`config.mk`:
```
export PLATFORM = sky130hd
export DESIGN_NAME = drsr_refresh
export DESIGN_NICKNAME = d
export VERILOG_FILES = /design/src/design/drsr_pkg.sv /design/src/design/drsr_refresh.sv
export VERILOG_INCLUDE_DIRS = /design/src /design/src/design
export SDC_FILE = /design/constraint.sdc
export NUM_CORES = 1
export LEC_CHECK = 0
export ABC_CLOCK_PERIOD_IN_PS = 2700
export BUFFER_PORTS_ARGS = -buffer_cell sky130_fd_sc_hd__buf_2
export CORE_MARGIN = 4
export CORE_UTILIZATION = 35
export DETAILED_ROUTE_END_ITERATION = 8
export GPL_ROUTABILITY_DRIVEN = 1
export PLACE_DENSITY = 0.53
export SLEW_MARGIN = 10
export SYNTH_ARGS = -nofsm -noshare
export SYNTH_HDL_FRONTEND = slang
export SYNTH_SLANG_ARGS = --single-unit
```
`constraint.sdc`:
```
create_clock -name clk_i -period 2.7 [get_ports clk_i]
set_input_delay 0.54 -clock clk_i [delete_from_list [all_inputs] [get_ports clk_i]]
set_output_delay 0.54 -clock clk_i [all_outputs]
set_load 0.03 [all_outputs]
```
`src/design/drsr_defines.svh`:
```
`ifndef DRSR_DEFINES_SVH
`define DRSR_DEFINES_SVH

// --------------------------------------------------------------------------
// timing (40 MHz clock, 25 ns period)
// --------------------------------------------------------------------------
`define DRSR_CLK_PERIOD_PS 25000
`define DRSR_TRFC_NS 110
`define DRSR_TCKE_NS 5
`define DRSR_TREFI_NS 7800
`define DRSR_TXS_NS 120
`define DRSR_TXSDLL_NCK 512
// least times round up, none below one cycle
`define DRSR_CYC_UP(ns) ((((ns) * 1000 + `DRSR_CLK_PERIOD_PS - 1) / `DRSR_CLK_PERIOD_PS) < 1 ? 1 : \
    (((ns) * 1000 + `DRSR_CLK_PERIOD_PS - 1) / `DRSR_CLK_PERIOD_PS))
`define DRSR_TRFC_CYC `DRSR_CYC_UP(`DRSR_TRFC_NS)
`define DRSR_TCKE_CYC `DRSR_CYC_UP(`DRSR_TCKE_NS)
`define DRSR_TREFI_CYC `DRSR_CYC_UP(`DRSR_TREFI_NS)
`define DRSR_TXS_CYC `DRSR_CYC_UP(`DRSR_TXS_NS)

// --------------------------------------------------------------------------
// field positions and reset values
// --------------------------------------------------------------------------
`define DRSR_DLL_OFF_BIT 0
`define DRSR_ROW_RST 16'h0000

`endif

```
`src/design/drsr_pkg.sv`:
```
package drsr_pkg;
    typedef enum logic [2:0] {
        DRSR_IDLE,
        DRSR_REFRESH,
        DRSR_SELF,
        DRSR_EXIT_XS,
        DRSR_EXIT_DLL
    } drsr_state_t;
endpackage

```
`src/design/drsr_refresh.sv`:
```
`timescale 1ns/10ps
`include "drsr_defines.svh"
// What the document asks of this block and of its controller
// chip select, row and column strobes low, write high, cke high: start refresh
// controller refreshes only with all banks precharged for tRP
// refresh rows come from the internal counter, external address ignored
// after refresh every bank is left precharged and idle
// controller sends only nop or deselect during tRFC after refresh
// controller keeps average refresh spacing at tREFI
// controller defers at most 8 refreshes
// at most 8 early refreshes count against later ones
// at most 16 refreshes within two refresh intervals
// deferred and early counts stay frozen through self-refresh
// strobes and cke low, write high: enter self-refresh on internal timer
// controller enters self-refresh only from idle with timings met
// controller turns termination off before self-refresh entry
// controller holds cke low for the whole self-refresh stay
// dll enabled: disable on self-refresh entry, re-enable with reset on exit
// in self-refresh only cke and reset matter; clock gated; refresh within tCKE
// no write or leveling until 512 clocks after exit
// controller stays in self-refresh tCKESR and restarts clock before exit
// exit is cke high with nop; wait tXS, then tXSDLL for dll commands
// nop every edge during tXS; cke high and termination off in tXSDLL
// before re-entry wait tXS and give one extra refresh
// controller may calibrate after self-refresh
// controller tracks refresh debt from minus eight to plus eight
// controller holds cke low at least tCKE before raising it
module drsr_refresh #(
    parameter int ROW_W = 16,
    parameter int TREFI_CYC = `DRSR_TREFI_CYC
) (
    input wire logic clk_i,
    input wire logic rst_b_i,
    input wire logic cke_i,
    input wire logic cs_b_i,
    input wire logic ras_b_i,
    input wire logic cas_b_i,
    input wire logic we_b_i,
    input wire logic dll_off_i,
    output logic [ROW_W-1:0] refresh_row_o,
    output logic refresh_strobe_o,
    output logic refresh_busy_o,
    output logic banks_idle_o,
    output logic self_refresh_o,
    output logic clk_gate_en_o,
    output logic dll_enable_o,
    output logic dll_reset_o,
    output logic cmd_ignore_o
);

    // ----------------------------------------------------------------------
    // elaboration checks
    // ----------------------------------------------------------------------
    // the row counter and its reset value are at most 16 bits wide
    if (ROW_W < 1 || ROW_W > 16) begin : g_row_w_check
        $error("ROW_W out of range");
    end
    // the interval timer is a 16-bit down counter
    if (TREFI_CYC < 2 || TREFI_CYC > 65535) begin : g_trefi_check
        $error("TREFI_CYC out of range");
    end

    localparam logic [15:0] TRFC_C = 16'(`DRSR_TRFC_CYC);
    localparam logic [15:0] TCKE_C = 16'(`DRSR_TCKE_CYC);
    localparam logic [15:0] TXS_C = 16'(`DRSR_TXS_CYC);
    localparam logic [15:0] TXSDLL_C = 16'(`DRSR_TXSDLL_NCK);
    localparam logic [15:0] TREFI_C = 16'(TREFI_CYC);

    // ----------------------------------------------------------------------
    // input synchronisers (pins, two flops before use)
    // ----------------------------------------------------------------------
    logic [5:0] pin_s1_reg;
    logic [5:0] pin_s2_reg;
    always_ff @(posedge clk_i or negedge rst_b_i) begin
        if (!rst_b_i) begin
            pin_s1_reg <= 6'h3f;
            pin_s2_reg <= 6'h3f;
        end else begin
            pin_s1_reg <= {cke_i, cs_b_i, ras_b_i, cas_b_i, we_b_i, dll_off_i};
            pin_s2_reg <= pin_s1_reg;
        end
    end

    // ----------------------------------------------------------------------
    // command decode
    // ----------------------------------------------------------------------
    logic cke_reg;
    wire cke_s = pin_s2_reg[5];
    wire strobes_low = !pin_s2_reg[4] && !pin_s2_reg[3] && !pin_s2_reg[2] && pin_s2_reg[1];
    wire dll_off_s = pin_s2_reg[`DRSR_DLL_OFF_BIT];
    // cke was high last edge; now high keeps refresh, low means entry
    wire cmd_ref = strobes_low && cke_reg && cke_s;
    wire cmd_sre = strobes_low && cke_reg && !cke_s;
    // exit needs cke rising; command bus is don't care while in self-refresh
    wire cmd_srx = cke_s;

    // ----------------------------------------------------------------------
    // state and counters
    // ----------------------------------------------------------------------
    drsr_pkg::drsr_state_t state_reg;
    drsr_pkg::drsr_state_t state_next;
    logic [15:0] cnt_reg;
    logic [15:0] cnt_next;
    logic [15:0] timer_reg;
    logic [ROW_W-1:0] row_reg;
    logic strobe_reg;
    logic dll_was_on_reg;
    logic dll_en_reg;
    logic dll_rst_reg;

    wire cnt_done = (cnt_reg == 16'h0001);
    wire timer_tick = (timer_reg == 16'h0001);
    // a refresh is taken from idle and from the tail of the exit window alike
    wire ref_take = cmd_ref && (state_reg == drsr_pkg::DRSR_IDLE || state_reg == drsr_pkg::DRSR_EXIT_DLL);

    // next-state logic
    always_comb begin
        state_next = state_reg;
        cnt_next = (cnt_reg > 16'h0001) ? cnt_reg - 16'h0001 : cnt_reg;
        case (state_reg)
            drsr_pkg::DRSR_IDLE: begin
                if (cmd_ref) begin
                    state_next = drsr_pkg::DRSR_REFRESH;
                    cnt_next = TRFC_C;
                end else if (cmd_sre) begin
                    state_next = drsr_pkg::DRSR_SELF;
                    cnt_next = TCKE_C;
                end
            end
            drsr_pkg::DRSR_REFRESH: begin
                // the controller keeps the bus quiet for tRFC, so nothing is decoded
                if (cnt_done) state_next = drsr_pkg::DRSR_IDLE;
            end
            drsr_pkg::DRSR_SELF: begin
                // cke must stay low at least tCKE before exit is honoured
                if (cmd_srx && cnt_done) begin
                    state_next = drsr_pkg::DRSR_EXIT_XS;
                    cnt_next = TXS_C;
                end
            end
            drsr_pkg::DRSR_EXIT_XS: begin
                if (cnt_done) begin
                    state_next = drsr_pkg::DRSR_EXIT_DLL;
                    cnt_next = TXSDLL_C - TXS_C;
                end
            end
            drsr_pkg::DRSR_EXIT_DLL: begin
                // the extra refresh before re-entry may land inside tXSDLL
                if (cnt_done) state_next = drsr_pkg::DRSR_IDLE;
                else if (cmd_ref) begin
                    state_next = drsr_pkg::DRSR_REFRESH;
                    cnt_next = TRFC_C;
                end
            end
            default: begin
                state_next = drsr_pkg::DRSR_IDLE;
            end
        endcase
    end

    // state register, refresh row counter and dll control
    always_ff @(posedge clk_i or negedge rst_b_i) begin
        if (!rst_b_i) begin
            state_reg <= drsr_pkg::DRSR_IDLE;
            cnt_reg <= 16'h0000;
            cke_reg <= 1'b0;
            row_reg <= ROW_W'(`DRSR_ROW_RST);
            strobe_reg <= 1'b0;
            timer_reg <= 16'h0000;
            dll_was_on_reg <= 1'b0;
            dll_en_reg <= 1'b0;
            dll_rst_reg <= 1'b0;
        end else begin
            state_reg <= state_next;
            cnt_reg <= cnt_next;
            cke_reg <= cke_s;
            strobe_reg <= 1'b0;
            dll_rst_reg <= 1'b0;
            // external refresh: row from internal counter only
            if (ref_take) begin
                row_reg <= row_reg + ROW_W'(1);
                strobe_reg <= 1'b1;
            end
            // internal timer; first refresh fires right at entry, inside tCKE
            if (state_reg == drsr_pkg::DRSR_IDLE && cmd_sre) begin
                timer_reg <= TREFI_C;
                row_reg <= row_reg + ROW_W'(1);
                strobe_reg <= 1'b1;
                dll_was_on_reg <= !dll_off_s;
                if (!dll_off_s) dll_en_reg <= 1'b0;
            end else if (state_reg == drsr_pkg::DRSR_SELF) begin
                timer_reg <= timer_tick ? TREFI_C : timer_reg - 16'h0001;
                if (timer_tick) begin
                    row_reg <= row_reg + ROW_W'(1);
                    strobe_reg <= 1'b1;
                end
                // relock the dll on exit, with a reset pulse
                if (state_next == drsr_pkg::DRSR_EXIT_XS && dll_was_on_reg) begin
                    dll_en_reg <= 1'b1;
                    dll_rst_reg <= 1'b1;
                end
            end else if (state_reg == drsr_pkg::DRSR_IDLE) begin
                dll_en_reg <= !dll_off_s;
            end
        end
    end

    // ----------------------------------------------------------------------
    // outputs
    // ----------------------------------------------------------------------
    // clock stays gated through self-refresh; the internal refresh timer and exit detection there still count clk_i edges
    wire in_self = (state_reg == drsr_pkg::DRSR_SELF);
    assign refresh_row_o = row_reg;
    assign refresh_strobe_o = strobe_reg;
    assign refresh_busy_o = (state_reg == drsr_pkg::DRSR_REFRESH);
    assign banks_idle_o = !refresh_busy_o;
    assign self_refresh_o = in_self;
    assign clk_gate_en_o = !in_self;
    assign cmd_ignore_o = in_self || (state_reg == drsr_pkg::DRSR_EXIT_XS);
    assign dll_enable_o = dll_en_reg;
    assign dll_reset_o = dll_rst_reg;

endmodule

```
# After elaboration in Yosys (flattened, before gate mapping)
# Cells that the tools add are included.
[totals]
reg_bits = 68
inputBits = 8
out_inout_bits = 24
wordCells = 82
[op_classes]
add_sub_neg = 3
order_cmp = 1
eq_ne = 9
mux = 35
reduce_logical = 23
[ops]
columns = ["op", "n"]
rows = [
  ["2-to-1 mux 16 bit", 14],
  ["case mux 16 bit (4 select lines)", 1],
  ["equality test 16 x 1 -> 1 bit (second input constant)", 2],
  ["subtractor 16 x 1 -> 16 bit (second input constant)", 2],
  ["2-to-1 mux 3 bit", 7],
  ["adder 16 x 1 -> 16 bit (second input constant)", 1],
  ["greater-than comparator 16 x 1 -> 1 bit (second input constant)", 1],
  ["case mux 3 bit (5 select lines)", 1],
  ["2-to-1 mux 1 bit", 12],
  ["logical AND 1 bit", 10],
  ["equality test 3 x 2 -> 1 bit (second input constant)", 3],
  ["zero test 1 bit", 7],
  ["equality test 3 x 1 -> 1 bit (second input constant)", 1],
  ["equality test 3 bit (second input constant)", 1],
  ["zero test 3 bit", 1],
  ["!= test 3 x 1 -> 1 bit (second input constant)", 1],
  ["AND reduction 3 bit", 1],
  ["nonzero test 3 bit", 1],
  ["logical OR 1 bit", 2],
  ["!= test 2 bit (second input constant)", 1],
  ["nonzero test 2 bit", 1],
]

# Depth between registers and ports, before layout
# Gate-level depths: netlist of run 1.
[depth]
word_depth = 14
mapped_depth = 8
depth_no_buf = 7

# Worst setup path before layout of run 1
# No wires, ideal clock.
[synth_timing]
path_type = "register to register"
start = "reg state_reg[1]"
end = "reg row_reg[1] (netlist: refresh_row_o[1])"
setup_time_ps = 125
t_arrival_ps = 2246
setup_slack_ps = 329
path_stages_with_launch = 7
n_path_buf = 1
path_cell_list = "dfrtp_1 -> buf_2 -> or3b_2 -> clkinv_1 -> nand4_1 -> o21ai_2 -> mux2_2"
[synth_rtl]
columns = ["element", "line_no", "rtl"]
rows = [
  ["start: declaration", "drsr_refresh.sv:100", "drsr_pkg::drsr_state_t state_reg;"],
  ["start signal: assignment", "drsr_refresh.sv:164", "state_reg <= drsr_pkg::DRSR_IDLE;"],
  ["start signal: assignment", "drsr_refresh.sv:174", "state_reg <= state_next;"],
  ["equality test 3 x 2 -> 1 bit", "n/a", ""],
  ["net self_refresh_o", "drsr_refresh.sv:44", "output logic self_refresh_o,"],
  ["2-to-1 mux 16 bit", "drsr_refresh.sv:191", "end else if (state_reg == drsr_pkg::DRSR_SELF) begin"],
  ["2-to-1 mux 16 bit", "drsr_refresh.sv:185", "if (state_reg == drsr_pkg::DRSR_IDLE && cmd_sre) begin"],
  ["end signal: assignment", "drsr_refresh.sv:181", "row_reg <= row_reg + ROW_W'(1);"],
  ["end signal: assignment", "drsr_refresh.sv:187", "row_reg <= row_reg + ROW_W'(1);"],
  ["end signal: assignment", "drsr_refresh.sv:194", "row_reg <= row_reg + ROW_W'(1);"],
  ["end: declaration", "drsr_refresh.sv:105", "logic [ROW_W-1:0] row_reg;"],
]
# The timed path passes the listed nets, and every way through them passes these cells.
# A chain may end at the register's enable or synchronous reset.

# Final worst setup path of run 1
[layout_timing]
start = "reg cnt_reg[11]"
end = "reg cnt_reg[15]"
[layout_between]
elab_chain_len = 5
[layout_lines]
columns = ["element", "line_no", "rtl"]
rows = [
  ["start: declaration", "drsr_refresh.sv:102", "logic [15:0] cnt_reg;"],
  ["start signal: assignment", "drsr_refresh.sv:175", "cnt_reg <= cnt_next;"],
  ["subtractor 16 x 1 -> 16 bit / greater-than comparator 16 x 1 -> 1 bit (equally long branches)", "drsr_refresh.sv:119", "cnt_next = (cnt_reg > 16'h0001) ? cnt_reg - 16'h0001 : cnt_reg;"],
  ["2-to-1 mux 16 bit", "drsr_refresh.sv:119", ""],
  ["2-to-1 mux 16 bit (on tied branches)", "drsr_refresh.sv:150, drsr_refresh.sv:125", ""],
  ["2-to-1 mux 16 bit (on tied branches)", "drsr_refresh.sv:149, drsr_refresh.sv:122", ""],
  ["case mux 16 bit (4 select lines) *", "drsr_refresh.sv:120", "case (state_reg)"],
  ["net cnt_next[15]", "drsr_refresh.sv:103", "logic [15:0] cnt_next;"],
]
# The timed path passes the listed nets; every way through them passes the cells marked *.

==> key figures, run 1 <==
Worst setup path
  • Worst Setup End Kind: register
  • CP required: 2.95 ns
  • Setup CP Type: register to register
  • Cell Chain, Critical Path: or4_4 > or2_1 > or3_1 > or4_4 > a211oi_2
  • CP Launch Type: register
  • Data arrival, critical path: between 2 and 3 ns
  • Most frequent CP cell: or4_4
  • R2R depth: 5
  • CP Max Fanout: 4
  • R2r setup slk: 0.34 ns
  • Slowest CP cell: or4_4
  • Slowest stage delay, CP: about 0.56 ns

STA
  • Tmin final: ~2.4 ns
  • Fin. Hold Viols: 0
  • Max-slew headroom at the worst pin: about 46%
  • Count of pins over their slew limit: 0
  • FMAX: between 0.4 and 0.5 GHz
  • Final Setup Violations: 0
  • Sum Neg Setup Slack: 0 ns
  • Final period util: between 80% and 90%
  • Worst Max-Slew Pin Slew: 0.803 ns
  • Clock skew: approximately 0.017 ns
  • Hold slack: ~0.17 ns
  • Unrepaired setup endpoints after global routing: false

GRT
  • Largest net degree at the start of global routing: 47
  • Vias in the first global route: roughly 2.4k
  • First-pass GRT wire length: 11900 um
  • Total track usage: a little over an eighth
  • Total grt overflow: 0
  • Initial antenna violation count: 0

Routing
  • DRC viols: 0
  • Vias: between 2k and 3k
  • Vias/cell: 5.35
  • Drt total wl: ~6900 um
  • Detail Route Antenna Nets: 0
  • Initial drt markers: between 100 and 150
  • Router iterations before antenna repair: 4
  • WL/cell: ~15 um

Clocking
  • CTS Buf Count: 9
  • H-Tree Depth: 3
  • Cts repair resizes: 0
  • Root buf cell: clkbuf_8
  • Post-CTS setup buffers: 0
  • CTS Hold Buffers Added: 0
  • Clk_lat worst skew: roughly 0.34 ns
  • Clk buf depth: 2
  • CTS clk-pin slew, worst paths: roughly 0.080 ns
  • TritonCTS Sinks: 68
  • TritonCTS clock tree: built

Die
  • IO Pins: 32
  • Die W: ~110 um
  • # rows: 35
  • Initial Util: a little over a third
  • Die Area: 0.0110 mm^2
  • Core area: a little over 0.009 mm^2
  • Die Y: between 100 and 150 um

Synth
  • YS warnings: 0
  • Sequential area share after synthesis: a little over half
  • Mapped cell area: roughly 0.0033 mm^2
  • Compound-Gate Fraction of Synth Area: about a tenth
  • Adder-Cell Fraction of Synth Area: under 10%
  • Combinational family with the most area after synthesis: simple AND/OR/NAND/NOR gates
  • Distinct cell type count after synthesis: 50
  • Mapped Cells: between 300 and 400
  • Syn_nets: 330
  • Fraction of registers with async set/reset: 100%
  • Number of synthesized register bits: a little under 70
  • Post-synthesis mux area share: less than 1%
  • Xor/xnor share of the synthesized area: slightly below 10%
  • Avg Cell Area, Syn: between 10 and 15 um^2
  • EDFF count, synth: 0
  • Fraction of the mapped netlist area in simple logic gates: between 20% and 30%
  • Ys flop type: dfrtp_1

Place
  • Placed Area: around 0.0036 mm^2
  • Routability cong.: 0.780
  • Detailed placement HPWL: approximately 4900 um
  • Port buffer count: 31
  • Dpl cells: 462

Final layout
  • Layout cells sized above 1: ~22%
  • Multi-input gate area: roughly 0.0015 mm^2
  • Syn-to-layout area delta: 17.6%
  • NumNets Final: approximately 380
  • N_diodes: 0
  • Reg area: 0.00172 mm^2
  • Finished Cell Area: a little under 0.004 mm^2
  • Non-filler cells, final: 478
  • Filler cell count: ~940

Power
  • Worst VDD drop: between 300 and 400 uV
  • Pwr/cell area: about 940 mW/mm^2
  • Leak: 1.73 nW

Run
  • MaxCap Viol Count: 0

Worst hold path
  • Hold Crit Class: input pin to asynchronous set/reset pin

Run status
  • Status: finished clean
## final cells by class
type                       instances  share of cell area, %
inverter                          13                   1.26
multi-input combinational        228                   38.6
tap                              111                   3.58
timing repair buffer              42                   6.46
clock inverter                     5                   2.16
sequential                        68                   44.3
clock buffer                      11                   3.65
## synth_stat cells (all sizes together) (10+ instances only)
cell type | count | area, um^2
dfrtp | 56 | 1400
dfstp | 12 | 315
inv | 12 | 45.0
nand3 | 10 | 50.1
nand2 | 20 | 75.1
or3 | 10 | 63.8
nor3 | 15 | 75.1
xor2 | 12 | 105
a211oi | 10 | 85.1
nand4 | 19 | 119
xnor2 | 25 | 219
nor2 | 28 | 105
## per-stage QoR
stage / total power [mW] / utilization, % / setup WS, ns
after floorplan: 2.38 / - / 0.329
after global placement: 2.71 / 39.7 / 0.385
after detailed placement: 2.72 / 39.7 / 0.342
after CTS: 3.68 / 42.1 / 0.335
after global routing: 3.90 / 42.1 / 0.176
final: 3.65 / 42.1 / 0.338
## where the power goes
group / switching [mW] / total [mW] / internal, mW / leakage [nW]
Combinational: 0.624 / 1.12 / 0.494 / 0.771
Sequential: 0.302 / 1.59 / 1.29 / 0.849
Clock: 0.389 / 0.938 / 0.549 / 0.106
## layer usage
| metal | vias to the layer above | GRT usage (%) | wire (um) |
|---|---|---|---|
| met5 | - | 0 | 0 |
| met4 | 0 | 5.44 | 91 |
| met3 | 9 | 2.35 | 253 |
| met2 | 51 | 18.7 | 3090 |
| met1 | 1248 | 19.4 | 3520 |
| li1 | 1248 | - | - |
## worst max-delay path: cells and delay by family, from the launching register on
kind,cells,cell delay [ns]
AOI/OAI and AO/OA,1,0.22
DFF,1,0.40
and+or+nand+nor,4,1.67
## worst paths after layout
kind | start | end
min in group clk_i | cas_b_i | pin_s1_reg[2]
worst min-delay path | rst_b_i | timer_reg[9]
worst max-delay path | cnt_reg[11] | cnt_reg[15]
worst max register to register | cnt_reg[11] | cnt_reg[15]
max in group asynchronous | rst_b_i | pin_s2_reg[3]
worst min register to register | pin_s1_reg[0] | pin_s2_reg[0]
## placed cells by master (no fill, tap or decap), types with 3 or more instances in the layout
master,instances
and2_1,3
ha_1,5
o21ai_0,5
xor2_1,12
dfrtp_1,56
buf_2,31
clkbuf_8,10
or4_1,7
inv_1,12
buf_4,10
o211a_1,3
or3_1,9
nor3_1,15
o31ai_1,3
nor2_1,28
a21oi_1,9
nand2_1,20
dfstp_2,12
nor4_1,6
xnor2_1,25
nand3_1,10
nand4_1,19
and3_1,7
a211oi_1,8
## kinds of logic after synthesis
group / count (synthesis)
simple gates: 140
mux: 1
fa+ha+maj: 5
xor+xnor: 37
buf+inv: 21
flops: 68
compound gates: 45
(Power assumes the default switching activity.)
==> inputs of run 2 (changes only) <==
Settings changed: CELL_PAD_IN_SITES_DETAIL_PLACEMENT from default to 0, CELL_PAD_IN_SITES_GLOBAL_PLACEMENT from default to 1, PLACE_DENSITY 0.53 to 0.64.
==> key figures, run 2 (synthesis results as in run 1) <==
STA
  • Worst Max-Slew Pin Slew: around 0.61 ns
  • Clock skew: between 0.009 and 0.01 ns
  • Tmin final: between 2 and 2.5 ns
  • Final Setup Violations: 0
  • Final period util: ~87%
  • Fin. Hold Viols: 0
  • Max-slew headroom at the worst pin: about three fifths
  • Unrepaired setup endpoints after global routing: false
  • Sum Neg Setup Slack: 0 ns
  • Count of pins over their slew limit: 0
  • FMAX: 0.424 GHz

Clocking
  • Clk_lat worst skew: ~0.35 ns
  • CTS Buf Count: 9
  • Clk buf depth: 2
  • TritonCTS Sinks: a little under 70
  • Post-CTS setup buffers: 0
  • CTS Hold Buffers Added: 0
  • CTS clk-pin slew, worst paths: ~0.08 ns
  • TritonCTS clock tree: built
  • H-Tree Depth: 3
  • Root buf cell: clkbuf_8
  • Cts repair resizes: 0

Final layout
  • Filler cell count: between 900 and 1k
  • N_diodes: 0
  • Most frequent cells in the layout: 56 x dfrtp_1, 31 x buf_2, 28 x nor2_1, 25 x xnor2_1, 20 x nand2_1
  • NumNets Final: around 380
  • Most common cell after layout, fill and taps aside: dfrtp_1
  • Post-Route Utilization: 41.6%
  • Layout cells sized above 1: ~22%
  • Syn-to-layout area delta: 16.0%

Run
  • MaxCap Viol Count: 0

GRT
  • Total grt overflow: 0
  • Total track usage: about 14%
  • First-pass GRT wire length: ~12000 um
  • Initial antenna violation count: 0
  • Largest net degree at the start of global routing: 27
  • Vias in the first global route: about 2.5k

Place
  • Routability cong.: between 0.7 and 0.8
  • Port buffer count: 31
  • Detailed placement HPWL: approximately 5200 um

Worst setup path
  • CP required: slightly below 3 ns
  • Setup CP Type: register to register
  • Worst Setup End Kind: register
  • Data arrival, critical path: approximately 2.6 ns
  • CP Max Fanout: 4
  • CP Launch Type: register

Routing
  • DRC viols: 0
  • Vias: about 2.5k
  • Initial drt markers: approximately 120
  • Router iterations before antenna repair: 4
  • Vias/cell: 5.24
  • Drt total wl: about 7300 um
  • WL/cell: 15.2 um
  • Detail Route Antenna Nets: 0

Die
  • Core area: roughly 0.0092 mm^2
  • # rows: 35
  • Die W: approximately 110 um
  • Die Area: about 0.011 mm^2
  • Initial Util: between 30% and 40%
  • Die Y: ~110 um
  • IO Pins: 32

Worst hold path
  • Hold Crit Class: input pin to asynchronous set/reset pin

Power
  • Worst VDD drop: roughly 320 uV
  • Pint: roughly 2.1 mW
  • Share of total power in combinational logic: 32.1%
  • Tot Pwr: about 3.5 mW
  • Flop pwr share: 45.8%
  • Leak: 1.70 nW
  • Clk network pwr share: 22.1%
  • Sw power: between 1 and 1.5 mW
  • Switching share of total power: around two fifths
  • Pwr/cell area: about 900 mW/mm^2

Run status
  • Status: finished clean
run 2: per-layer routing:
metal	vias to the layer above	track usage (%)	share of wire (%)
li1	1253	-	-
met1	1192	20.0	51
met2	54	21.0	44
met3	11	2.59	3.6
met4	0	6.19	1.8
met5	-	0	0
run 2: path summary, 6_finish.rpt:
check | start | to | slack (ns) | cells after the start
hold reg to reg | pin_s1_reg[2] | pin_s2_reg[2] | 0.35 | 0
hold / removal | rst_b_i | timer_reg[7] | 0.20 | 1
setup / recovery | cnt_reg[11] | cnt_reg[15] | 0.34 | 5
min in group clk_i | cke_i | pin_s1_reg[5] | 0.29 | 1
setup reg to reg | cnt_reg[11] | cnt_reg[15] | 0.34 | 5
max in group asynchronous | rst_b_i | pin_s2_reg[1] | 1.69 | 2
run 2: per-stage QoR:
step                hold WS [ns]  cells  instance area (um^2)  setup slack [ns]
floorplan                  0.244    317                  3290             0.329
global placement           0.345    463                  3640             0.390
detailed placement         0.347    463                  3640             0.365
CTS                        0.217    479                  3820             0.349
global route               0.242    479                  3820             0.241
finish                     0.197    479                  3820             0.344
run 2: power groups by stage:
stage          combinational (mW)  clock (mW)  sequential [mW]
3_5_place_dp                 1.11           0             1.60
3_3_place_gp                 1.11           0             1.60
2_1_floorplan               0.817           0             1.56
6_report                     1.12       0.768             1.59
5_1_grt                      1.26       0.846             1.64
4_1_cts                      1.12       0.797             1.58
run 2: area by class of cell:
| cell class | instances | area (um^2) | share of cell area, % |
|---|---|---|---|
| clock buffer | 11 | 141 | 3.70 |
| clock inverter | 5 | 36.3 | 0.949 |
| inverter | 13 | 48.8 | 1.28 |
| multi-input combinational | 228 | 1500 | 39.1 |
| sequential | 68 | 1720 | 44.9 |
| tap | 111 | 139 | 3.63 |
| timing repair buffer | 43 | 245 | 6.42 |
run 2: critical path, stage by stage, from the launching register on:
cell	delay [ns]
dfrtp_1	0.41
or4_4	0.56
or2_1	0.24
or3_1	0.33
or4_4	0.52
a211oi_2	0.22
==> inputs of run 3 (changes only) <==
Settings changed: RECOVER_POWER from default to 100.
==> key figures, run 3 (synthesis results as in run 1) <==
Run status
  • Status: finished clean

STA
  • Unrepaired setup endpoints after global routing: false
  • Clock skew: 0.00976 ns
  • Fin. Hold Viols: 0
  • Worst Max-Slew Pin Slew: approximately 1.5 ns
  • Count of pins over their slew limit: 0
  • Sum Neg Setup Slack: 0 ns
  • Tmin final: roughly 2.4 ns
  • Max-slew headroom at the worst pin: 1.47%
  • Final period util: between 90% and 100%
  • Final Setup Violations: 0
  • FMAX: about 0.41 GHz

Final layout
  • Most common cell after layout, fill and taps aside: dfrtp_1
  • N_diodes: 0
  • Layout cells sized above 1: about an eighth
  • Most frequent cells in the layout: 56 x dfrtp_1, 30 x clkbuf_1, 28 x nor2_1, 25 x xnor2_1, 20 x nand2_1
  • Finished Cell Area: 0.00376 mm^2
  • Syn-to-layout area delta: 14.2%
  • Post-Route Utilization: between 40% and 50%
  • NumNets Final: between 300 and 400

Routing
  • Vias/cell: around 5.2
  • Drt total wl: 7330 um
  • WL/cell: between 15 and 20 um
  • DRC viols: 0
  • Initial drt markers: 130
  • Router iterations before antenna repair: 4
  • Vias: about 2.5k
  • Detail Route Antenna Nets: 0

Clocking
  • H-Tree Depth: 3
  • Clk buf depth: 2
  • CTS Hold Buffers Added: 0
  • CTS clk-pin slew, worst paths: about 0.07 ns
  • Cts repair resizes: 0
  • TritonCTS Sinks: 68
  • Root buf cell: clkbuf_8
  • TritonCTS clock tree: built
  • CTS Buf Count: 9
  • Clk_lat worst skew: 0.34 ns
  • Post-CTS setup buffers: 0

Worst setup path
  • Data arrival, critical path: about 1.9 ns
  • CP required: about 2.2 ns
  • Worst Setup End Kind: output pin
  • Cell Chain, Critical Path: or3b_2 > clkinv_1 > clkbuf_1
  • R2R depth: 7
  • CP Max Fanout: 8
  • CP Launch Type: register
  • Setup CP Type: register to output pin
  • Slowest stage delay, CP: 0.55 ns
  • Slowest CP cell: or3b_2

GRT
  • First-pass GRT wire length: about 12000 um
  • Initial antenna violation count: 0
  • Largest net degree at the start of global routing: 27
  • Total track usage: between 10 and 15%
  • Vias in the first global route: 2459
  • Total grt overflow: 0

Die
  • Initial Util: a little over a third
  • Core area: roughly 0.0092 mm^2
  • Die W: 105 um
  • Die Area: between 0.01 and 0.015 mm^2
  • # rows: 35
  • Die Y: between 100 and 150 um
  • IO Pins: 32

Place
  • Routability cong.: around 0.77
  • Port buffer count: 31
  • Placed Area: 0.00364 mm^2
  • Detailed placement HPWL: 5170 um

Power
  • Pwr/cell area: just over 900 mW/mm^2
  • Leak: approximately 1.6 nW
  • Worst VDD drop: roughly 320 uV

Run
  • MaxCap Viol Count: 0

Worst hold path
  • Hold Crit Class: input pin to register
  • Worst hold path stage count: 1
[run 3: cell count changes in the layout (fill, tap and decap cells not counted), moves of 2 or more]
cell,delta
clkbuf_1,+29
buf_2,-25
clkbuf_2,+2
buf_4,-6
[run 3: path summary, 6_finish.rpt]
kind                               start          endpoint  slack [ns]
setup / recovery            state_reg[0]    self_refresh_o        0.25
hold / removal                     cke_i     pin_s1_reg[5]        0.29
setup reg to reg             cnt_reg[11]       cnt_reg[11]        0.26
hold reg to reg            pin_s1_reg[2]     pin_s2_reg[2]        0.35
max in group asynchronous        rst_b_i  refresh_row_o[2]        0.83
min in group asynchronous        rst_b_i      timer_reg[7]        0.54
[run 3: layer usage]
layer	vias to the layer above	track usage (%)	routed length, um
met3	9	2.59	351
met2	62	21.0	3230
met1	1185	20.0	3620
met5	-	0	0
met4	0	6.19	126
li1	1255	-	-
[run 3: per-stage QoR]
step / hold WS [ns] / power, mW / instances / worst slack (ns)
2_1_floorplan: 0.244 / 2.38 / 317 / 0.329
3_3_place_gp: 0.345 / 2.71 / 463 / 0.390
3_5_place_dp: 0.347 / 2.71 / 463 / 0.365
4_1_cts: 0.217 / 3.50 / 479 / 0.349
5_1_grt: 0.264 / 3.71 / 479 / 0.131
6_report: 0.291 / 3.44 / 479 / 0.251
[run 3: worst max-delay path: cells and delay by family (launching register included)]
family	cells	cell delay [ns]
buffers and inverters	2	0.56
AND/OR/NAND/NOR	1	0.55
flip-flops	1	0.46
[run 3: area by class of cell]
type / count / area (um^2)
Multi-Input combinational cell: 228 / 1490
Tap cell: 111 / 139
Fill cell: 933 / 5430
Clock inverter: 5 / 36.3
Sequential cell: 68 / 1720
Inverter: 13 / 48.8
Timing Repair Buffer: 43 / 194
Clock buffer: 11 / 141
[run 3: power by group]
group / switching [mW] / internal (mW)
Sequential: 0.295 / 1.29
Clock: 0.408 / 0.360
Combinational: 0.634 / 0.453
